--- config.mk ---
export PLATFORM = sky130hd
export DESIGN_NAME = gpx_port
export DESIGN_NICKNAME = d
export VERILOG_FILES = /design/src/gpx_port.v
export VERILOG_INCLUDE_DIRS = /design/src
export SDC_FILE = /design/constraint.sdc
export NUM_CORES = 1
export LEC_CHECK = 0
export BUFFER_PORTS_ARGS = -buffer_cell sky130_fd_sc_hd__buf_2
export CAP_MARGIN = 0
export CORE_MARGIN = 5
export CORE_UTILIZATION = 40
export DETAILED_ROUTE_END_ITERATION = 10
export PLACE_DENSITY = 0.72
export REMOVE_ABC_BUFFERS = 1
export SYNTH_ARGS = -nofsm -noshare
export SYNTH_HDL_FRONTEND = slang
export SYNTH_SLANG_ARGS = --single-unit
--- constraint.sdc ---
create_clock -name clk -period 8.38 [get_ports clk]
set_input_delay 1.676 -clock clk [delete_from_list [all_inputs] [get_ports clk]]
set_output_delay 1.676 -clock clk [all_outputs]
set_load 0.02 [all_outputs]
--- src/gpx_consts.vh ---
// Constants for the eight-pin general-purpose port with masked data access.
// Assumes inclusion by gpx_port.v only; holds definitions and no logic.

`ifndef GPX_CONSTS_VH
`define GPX_CONSTS_VH

`define GPX_ADR_W 12
`define GPX_PINS 8

`define GPX_OFF_DIR 12'h400
`define GPX_OFF_SENSE 12'h404
`define GPX_OFF_BOTH 12'h408
`define GPX_OFF_POL 12'h40c
`define GPX_OFF_UNMASK 12'h410
`define GPX_OFF_RAW 12'h414
`define GPX_OFF_MIS 12'h418
`define GPX_OFF_CLR 12'h41c
`define GPX_OFF_ALT 12'h420
`define GPX_OFF_DEN 12'h51c

`define GPX_RST_ZERO 8'h00
`define GPX_RST_DEN 8'hff
`define GPX_RST_ALT 8'h00

`define GPX_MASK_LSB 2
`define GPX_MASK_MSB 9
`define GPX_DATA_TOP 2'b00

`endif

--- src/gpx_port.v ---
// One eight-pin general-purpose port with masked data access and pin interrupts.
// Assumes a classic Wishbone master on clk, pads reached through an external
// buffer that honours padOeB, and an alternate peripheral on the same clock.
//
// Register access over Wishbone and the address map were decided locally.
`timescale 1ns/1ps
`include "gpx_consts.vh"

module gpx_port #(
  parameter [7:0] ALT_RESET = `GPX_RST_ALT,
  parameter integer TRIG_PIN = 4,
  parameter TRIG_EN = 1'b0
) (
  // Clock and reset.
  input wire clk,
  input wire rst_b,
  // Wishbone slave.
  input wire wb_cyc_i,
  input wire wb_stb_i,
  input wire wb_we_i,
  input wire [11:0] wb_adr_i,
  input wire [3:0] wb_sel_i,
  input wire [31:0] wb_dat_i,
  output reg [31:0] wb_dat_o,
  output reg wb_ack_o,
  // Pads.
  input wire [7:0] padIn,
  output reg [7:0] padOut,
  output reg [7:0] padOeB,
  // Alternate peripheral.
  input wire [7:0] altOut,
  input wire [7:0] altDrive,
  output reg [7:0] altIn,
  // Events.
  output reg portIrq,
  output reg convTrigger
);

  // Merge new bits into old ones under a per-bit select.
  function [7:0] merge;
    input [7:0] old;
    input [7:0] val;
    input [7:0] sel;
    begin
      merge = (old & ~sel) | (val & sel);
    end
  endfunction

  // Decode of one control register word.
  function hit;
    input [11:0] adr;
    input [11:0] off;
    begin
      hit = (adr[11:2] == off[11:2]);
    end
  endfunction

  reg rstMeta;
  reg rstSync;

  reg [7:0] pinMeta;
  reg [7:0] pinSync;
  reg [7:0] pinPrev;

  reg [7:0] portData;
  reg [7:0] pinDir;
  reg [7:0] irqSense;
  reg [7:0] irqBoth;
  reg [7:0] irqPol;
  reg [7:0] irqUnmask;
  reg [7:0] edgeLatch;
  reg [7:0] rawIrq;
  reg [7:0] altSel;
  reg [7:0] digEn;
  reg [1:0] settle;

  wire busReq;
  wire busWr;
  wire wrDir;
  wire wrSense;
  wire wrBoth;
  wire wrPol;
  wire wrUnmask;
  wire wrAlt;
  wire wrDen;
  wire edgeOk;
  wire lowLane;
  wire dataSpace;
  wire [7:0] addrMask;
  wire [7:0] wrByte;
  wire [7:0] pinIn;
  wire [7:0] rise;
  wire [7:0] fall;
  wire [7:0] edgeHit;
  wire [7:0] levelHit;
  wire [7:0] clrBits;
  wire [7:0] next_edgeLatch;
  wire [7:0] next_raw;
  wire [7:0] next_mis;
  wire [7:0] next_portData;
  reg [7:0] next_rd;

  // Both reset sources arrive on rst_b; release is synchronised.
  always @(posedge clk or negedge rst_b) begin
    if (!rst_b) begin
      rstMeta <= 1'b0;
      rstSync <= 1'b0;
    end else begin
      rstMeta <= 1'b1;
      rstSync <= rstMeta;
    end
  end

  assign busReq = wb_cyc_i & wb_stb_i;
  // A write lands on the edge where the master samples ack high.
  assign busWr = busReq & wb_we_i & wb_ack_o;
  assign lowLane = wb_sel_i[0];
  assign wrByte = wb_dat_i[7:0];
  assign dataSpace = (wb_adr_i[11:10] == `GPX_DATA_TOP);
  assign addrMask = wb_adr_i[`GPX_MASK_MSB:`GPX_MASK_LSB];

  // One strobe per writable control register except the clear register, whose write decode sits with clrBits.
  assign wrDir = busWr & lowLane & hit(wb_adr_i, `GPX_OFF_DIR);
  assign wrSense = busWr & lowLane & hit(wb_adr_i, `GPX_OFF_SENSE);
  assign wrBoth = busWr & lowLane & hit(wb_adr_i, `GPX_OFF_BOTH);
  assign wrPol = busWr & lowLane & hit(wb_adr_i, `GPX_OFF_POL);
  assign wrUnmask = busWr & lowLane & hit(wb_adr_i, `GPX_OFF_UNMASK);
  assign wrAlt = busWr & lowLane & hit(wb_adr_i, `GPX_OFF_ALT);
  assign wrDen = busWr & lowLane & hit(wb_adr_i, `GPX_OFF_DEN);

  // Pin levels cross into clk before anything reads them.
  always @(posedge clk or negedge rstSync) begin
    if (!rstSync) begin
      pinMeta <= `GPX_RST_ZERO;
      pinSync <= `GPX_RST_ZERO;
      pinPrev <= `GPX_RST_ZERO;
    end else begin
      pinMeta <= padIn;
      pinSync <= pinMeta;
      pinPrev <= pinIn;
    end
  end

  // A disabled digital path reads low, leaving the pad free for analog use.
  assign pinIn = pinSync & digEn;

  assign rise = pinIn & ~pinPrev;
  assign fall = ~pinIn & pinPrev;

  // The pin history resets low, so an idle-high pad would look like a rising
  // edge right after reset. Edges count only once the history holds real levels.
  always @(posedge clk or negedge rstSync) begin
    if (!rstSync) begin
      settle <= 2'b00;
    end else if (settle != 2'b11) begin
      settle <= settle + 2'b01;
    end
  end

  assign edgeOk = (settle == 2'b11);

  // Edge detection per pin.
  assign edgeHit = {8{edgeOk}} & ~irqSense & (irqBoth & (rise | fall) |
                   ~irqBoth & ((irqPol & rise) | (~irqPol & fall)));

  // Level conditions follow the pin and are not latched.
  assign levelHit = irqSense & ((irqPol & pinIn) | (~irqPol & ~pinIn));

  assign clrBits = (busWr && lowLane && hit(wb_adr_i, `GPX_OFF_CLR)) ? wrByte
                   : `GPX_RST_ZERO;

  // A new edge in the clearing cycle wins over the clear.
  assign next_edgeLatch = (edgeLatch & ~clrBits) | edgeHit;

  assign next_raw = next_edgeLatch | levelHit;
  assign next_mis = next_raw & irqUnmask;

  // Inputs capture the pin; masked writes touch only output bits.
  assign next_portData = (busWr && lowLane && dataSpace) ?
                         merge(merge(portData, wrByte, addrMask & pinDir),
                               pinIn, ~pinDir) :
                         merge(portData, pinIn, ~pinDir);

  // Direction: a one hands the pad to the port's stored data, unless altSel gives it to the peripheral.
  always @(posedge clk or negedge rstSync) begin
    if (!rstSync) begin
      pinDir <= `GPX_RST_ZERO;
    end else if (wrDir) begin
      pinDir <= wrByte;
    end
  end

  // Alternate select: the reset value differs per port for the test pins.
  always @(posedge clk or negedge rstSync) begin
    if (!rstSync) begin
      altSel <= ALT_RESET;
    end else if (wrAlt) begin
      altSel <= wrByte;
    end
  end

  // Unmasked pins may fire on the next three writes; software masks first.
  always @(posedge clk or negedge rstSync) begin
    if (!rstSync) begin
      irqSense <= `GPX_RST_ZERO;
    end else if (wrSense) begin
      irqSense <= wrByte;
    end
  end

  always @(posedge clk or negedge rstSync) begin
    if (!rstSync) begin
      irqBoth <= `GPX_RST_ZERO;
    end else if (wrBoth) begin
      irqBoth <= wrByte;
    end
  end

  always @(posedge clk or negedge rstSync) begin
    if (!rstSync) begin
      irqPol <= `GPX_RST_ZERO;
    end else if (wrPol) begin
      irqPol <= wrByte;
    end
  end

  // The mask only gates the output; raw status keeps updating regardless.
  always @(posedge clk or negedge rstSync) begin
    if (!rstSync) begin
      irqUnmask <= `GPX_RST_ZERO;
    end else if (wrUnmask) begin
      irqUnmask <= wrByte;
    end
  end

  // Digital enable comes up set so every pin reads as a logic input.
  always @(posedge clk or negedge rstSync) begin
    if (!rstSync) begin
      digEn <= `GPX_RST_DEN;
    end else if (wrDen) begin
      digEn <= wrByte;
    end
  end

  // Data and interrupt state.
  always @(posedge clk or negedge rstSync) begin
    if (!rstSync) begin
      portData <= `GPX_RST_ZERO;
      edgeLatch <= `GPX_RST_ZERO;
      rawIrq <= `GPX_RST_ZERO;
      portIrq <= 1'b0;
      convTrigger <= 1'b0;
    end else begin
      portData <= next_portData;
      edgeLatch <= next_edgeLatch;
      rawIrq <= next_raw;
      portIrq <= |next_mis;
      convTrigger <= TRIG_EN & next_mis[TRIG_PIN];
    end
  end

  // Pads: output pins drive stored data unless the peripheral owns them.
  always @(posedge clk or negedge rstSync) begin
    if (!rstSync) begin
      padOut <= `GPX_RST_ZERO;
      padOeB <= 8'hff;
    end else begin
      padOut <= merge(portData, altOut, altSel);
      padOeB <= ~merge(pinDir, altDrive, altSel);
    end
  end

  // The peripheral sees the same gated pin level as the port itself.
  always @(posedge clk or negedge rstSync) begin
    if (!rstSync) begin
      altIn <= `GPX_RST_ZERO;
    end else begin
      altIn <= pinIn;
    end
  end

  // Read mux; reads have no side effects.
  always @* begin
    next_rd = `GPX_RST_ZERO;
    if (dataSpace) begin
      next_rd = portData & addrMask;
    end else if (hit(wb_adr_i, `GPX_OFF_DIR)) begin
      next_rd = pinDir;
    end else if (hit(wb_adr_i, `GPX_OFF_SENSE)) begin
      next_rd = irqSense;
    end else if (hit(wb_adr_i, `GPX_OFF_BOTH)) begin
      next_rd = irqBoth;
    end else if (hit(wb_adr_i, `GPX_OFF_POL)) begin
      next_rd = irqPol;
    end else if (hit(wb_adr_i, `GPX_OFF_UNMASK)) begin
      next_rd = irqUnmask;
    end else if (hit(wb_adr_i, `GPX_OFF_RAW)) begin
      next_rd = rawIrq;
    end else if (hit(wb_adr_i, `GPX_OFF_MIS)) begin
      next_rd = rawIrq & irqUnmask;
    end else if (hit(wb_adr_i, `GPX_OFF_ALT)) begin
      next_rd = altSel;
    end else if (hit(wb_adr_i, `GPX_OFF_DEN)) begin
      next_rd = digEn;
    end
  end

  // One wait state: data is captured and ack is raised on the same first edge.
  always @(posedge clk or negedge rstSync) begin
    if (!rstSync) begin
      wb_ack_o <= 1'b0;
      wb_dat_o <= 32'h00000000;
    end else begin
      wb_ack_o <= busReq & ~wb_ack_o;
      if (busReq && !wb_ack_o) begin
        wb_dat_o <= {24'h000000, next_rd};
      end
    end
  end

endmodule

==> impl_metrics.yaml <==
floorplan:
  die-height_um: 139
  coreArea_um2: 16400
  die_area_um2: 19300
  io_pins: 136
  initial_core_util_pct: 40.4
  rows: 47
  die_x_um: 139
routing:
  dr.pass1.iters: 5
  remaining_drc_errors: 0
  drtAntennaViolNets: 0
  vias: 4907
  dr.first_iter.drc_count: 433
  via_per_inst: 5.39
  routedWlPerCell_um: 18.6
  finalWirelength_um: 16900
yosys:
  synth_area_um2: 6630
  synth_async_sr_flop_share_pct: 100
  synth_edf_count: 0
  ys_types: 55
  syn_avg_cell_area_um2: 11.1
  ys_ff_latch: 134
  synthCells: 599
  synth_ff_type: "dfrtp_1"
  ys_warn_count: 0
  seq_area_frac_synth_pct: 50.9
finish:
  final-seq-area_um2: 3380
  n_antenna_cell: 0
  final_layout_size_suffix_gt1_share_pct: 30.0
  multi_input_comb_area_um2: 2960
  area_growth_pct: 16.5
  nFillCells: 1515
  layout_commonest_cell: "dfrtp_1"
  layout_common_cells: "117 x dfrtp_1, 81 x buf_2, 63 x mux2_2"
  fin_nets: 772
  final_util_pct: 47.1
  fin_cells: 911
pwr:
  pwr-share-clk_pct: 49.4
  powerDensity_nw_per_um2: 189
  power_mw: 1.46
  p_int_mw: 1.13
  p_leak_nw: 3.80
  p_sw_share_pct: 22.7
  vdd_drop_max_v: 0.000136
  seq_power_share_pct: 45.7
  power.switching_mw: 0.331
  p_comb_share_pct: 4.9
setup_path:
  worst-setup-path-type: "input port to flip-flop"
  critical_path.endpoint_type: "flip-flop"
  path_max_fanout: 10
  crit_required_ps: 8690
  crit_arrival_ps: 4380
  cp-start-kind: "input port"
clocking:
  root_buffer: "clkbuf_16"
  cts_tree: "yes"
  cts.path.max_buffers: 2
  postCtsResizedCells: 0
  hold_buffers: 0
  clk_latency_ps: 430
  postCtsSetupBuffers: 0
  cts_inserted_buffers: 17
  h-tree-depth: 4
  clkSinkCount: 134
  clkTransAtPathRegs_ps: 60
timing:
  post-route-period-util_pct: 48.6
  rsz0062_at_grt: "false"
  fin_hold_ws_ps: 345
  skew_ps: 7.82
  max_freq_mhz: 246
  fin_tns_setup_ps: 0
  hold_violations: 0
  slew_violations: 0
  finalSetupViolCount: 0
  slew_headroom_pct: 23.0
  tightest_slew_ps: 1150
  layout_min_cycle_time_ps: 4070
grt:
  globalRouteOverflowTotal: 0
  grtUsageTotal_pct: 17.9
  grt_pass1_wl_um: 27000
  grt_pass1_vias: 4822
  grt_antenna_before_repair: 1
  grt_start_max_net_pins: 86
run:
  cap_violations: 0
min_path:
  min_path_type: "flip-flop to flip-flop"
run_status:
  status: "complete, no violations"
placed_design:
  gp_congestion: 0.833
  io_buffer_count: 81
  dp_hpwl_um: 11900
  post-place-cells: 879
cell usage after synthesis, types with 10 or more instances:
library cell | instances | area [µm²]
a21o_1 | 13 | 97.6
a21oi_1 | 24 | 120
a31oi_1 | 10 | 62.6
a32oi_1 | 11 | 96.3
buf_4 | 28 | 210
clkbuf_1 | 15 | 56.3
dfrtp_1 | 118 | 2950
dfstp_2 | 16 | 420
ha_1 | 17 | 213
inv_1 | 24 | 90.1
mux2_2 | 63 | 709
mux2i_1 | 17 | 170
nand2_1 | 50 | 188
nand2b_1 | 10 | 62.6
nand3_1 | 19 | 95.1
nor2_1 | 23 | 86.3
nor2b_1 | 14 | 87.6
o21ai_0 | 23 | 115
worst paths after layout:
| check | from | end | slack (ps) | cells after the start |
|---|---|---|---|---|
| min in group asynchronous | rstSync | pinMeta[0] | 540 | 0 |
| setup reg to reg | wb_ack_o | flip-flop | 5910 | 6 |
| max in group asynchronous | rstSync | asynchronous set/reset pin | 6590 | 1 |
| setup / recovery | wb_adr_i[8] | irqSense[2] | 4310 | 6 |
| hold / removal | pinMeta[4] | pinSync[4] | 350 | 0 |
| hold reg to reg | pinMeta[4] | pinSync[4] | 350 | 0 |
state kept, by name, summed over array words and instances (netlist names), 8 cells and up, named ones only:
signal,count
irqUnmask,8
altIn,8
irqPol,8
irqSense,8
altSel,8
padOut,8
digEn,8
rawIrq,8
wb_dat_o,8
padOeB,8
edgeLatch,8
pinDir,8
pinMeta,8
pinSync,8
irqBoth,8
final cells by class:
type                       instances  share of cell area [%]
clock buffer                      25                    6.67
clock inverter                     7                   0.874
inverter                          25                    1.21
multi-input combinational        415                    38.3
sequential                       134                    43.7
tap                              220                    3.56
timing repair buffer              85                    5.64
layer usage:
layer | vias up | global-route usage [%] | wire length, µm
met1 | 2388 | 24.1 | 7350
met2 | 219 | 26.6 | 7740
li1 | 2269 | - | -
met3 | 29 | 6.24 | 1520
met4 | 2 | 6.85 | 313
met5 | - | 0 | 7
power by group through the flow:
stage	Sequential (mW)	Combinational [mW]	Clock, mW
after floorplan	0.682	0.0276	0
after global placement	0.679	0.0700	0
after detailed placement	0.679	0.0705	0
after CTS	0.668	0.0707	0.736
after global routing	0.669	0.0781	0.764
final	0.667	0.0716	0.722
worst max-delay path, stage by stage:
cell and delay (ps):
buf_2 140, or4_1 750, nor3_2 730, nand3_1 180
nor2_2 500, mux2_2 400
kinds of logic after synthesis:
| family | after synthesis | synth area share [%] |
|---|---|---|
| buffers and inverters | 74 | 5.85 |
| XOR/XNOR | 9 | 1.19 |
| other | 2 | 0.113 |
| adder cells (fa/ha/maj) | 17 | 3.21 |
| multiplexers | 82 | 13.6 |
| AND/OR/NAND/NOR | 160 | 12.7 |
| AO/OA/AOI/OAI | 121 | 12.5 |
| flip-flops | 134 | 50.9 |
stage by stage:
step	instance area [µm²]	worst slack, ps
after global routing	7730	4280
final	7730	4310
after detailed placement	7140	3910
after global placement	7140	3950
after CTS	7730	4360
after floorplan	6430	4400
(Power assumes the default switching activity.)
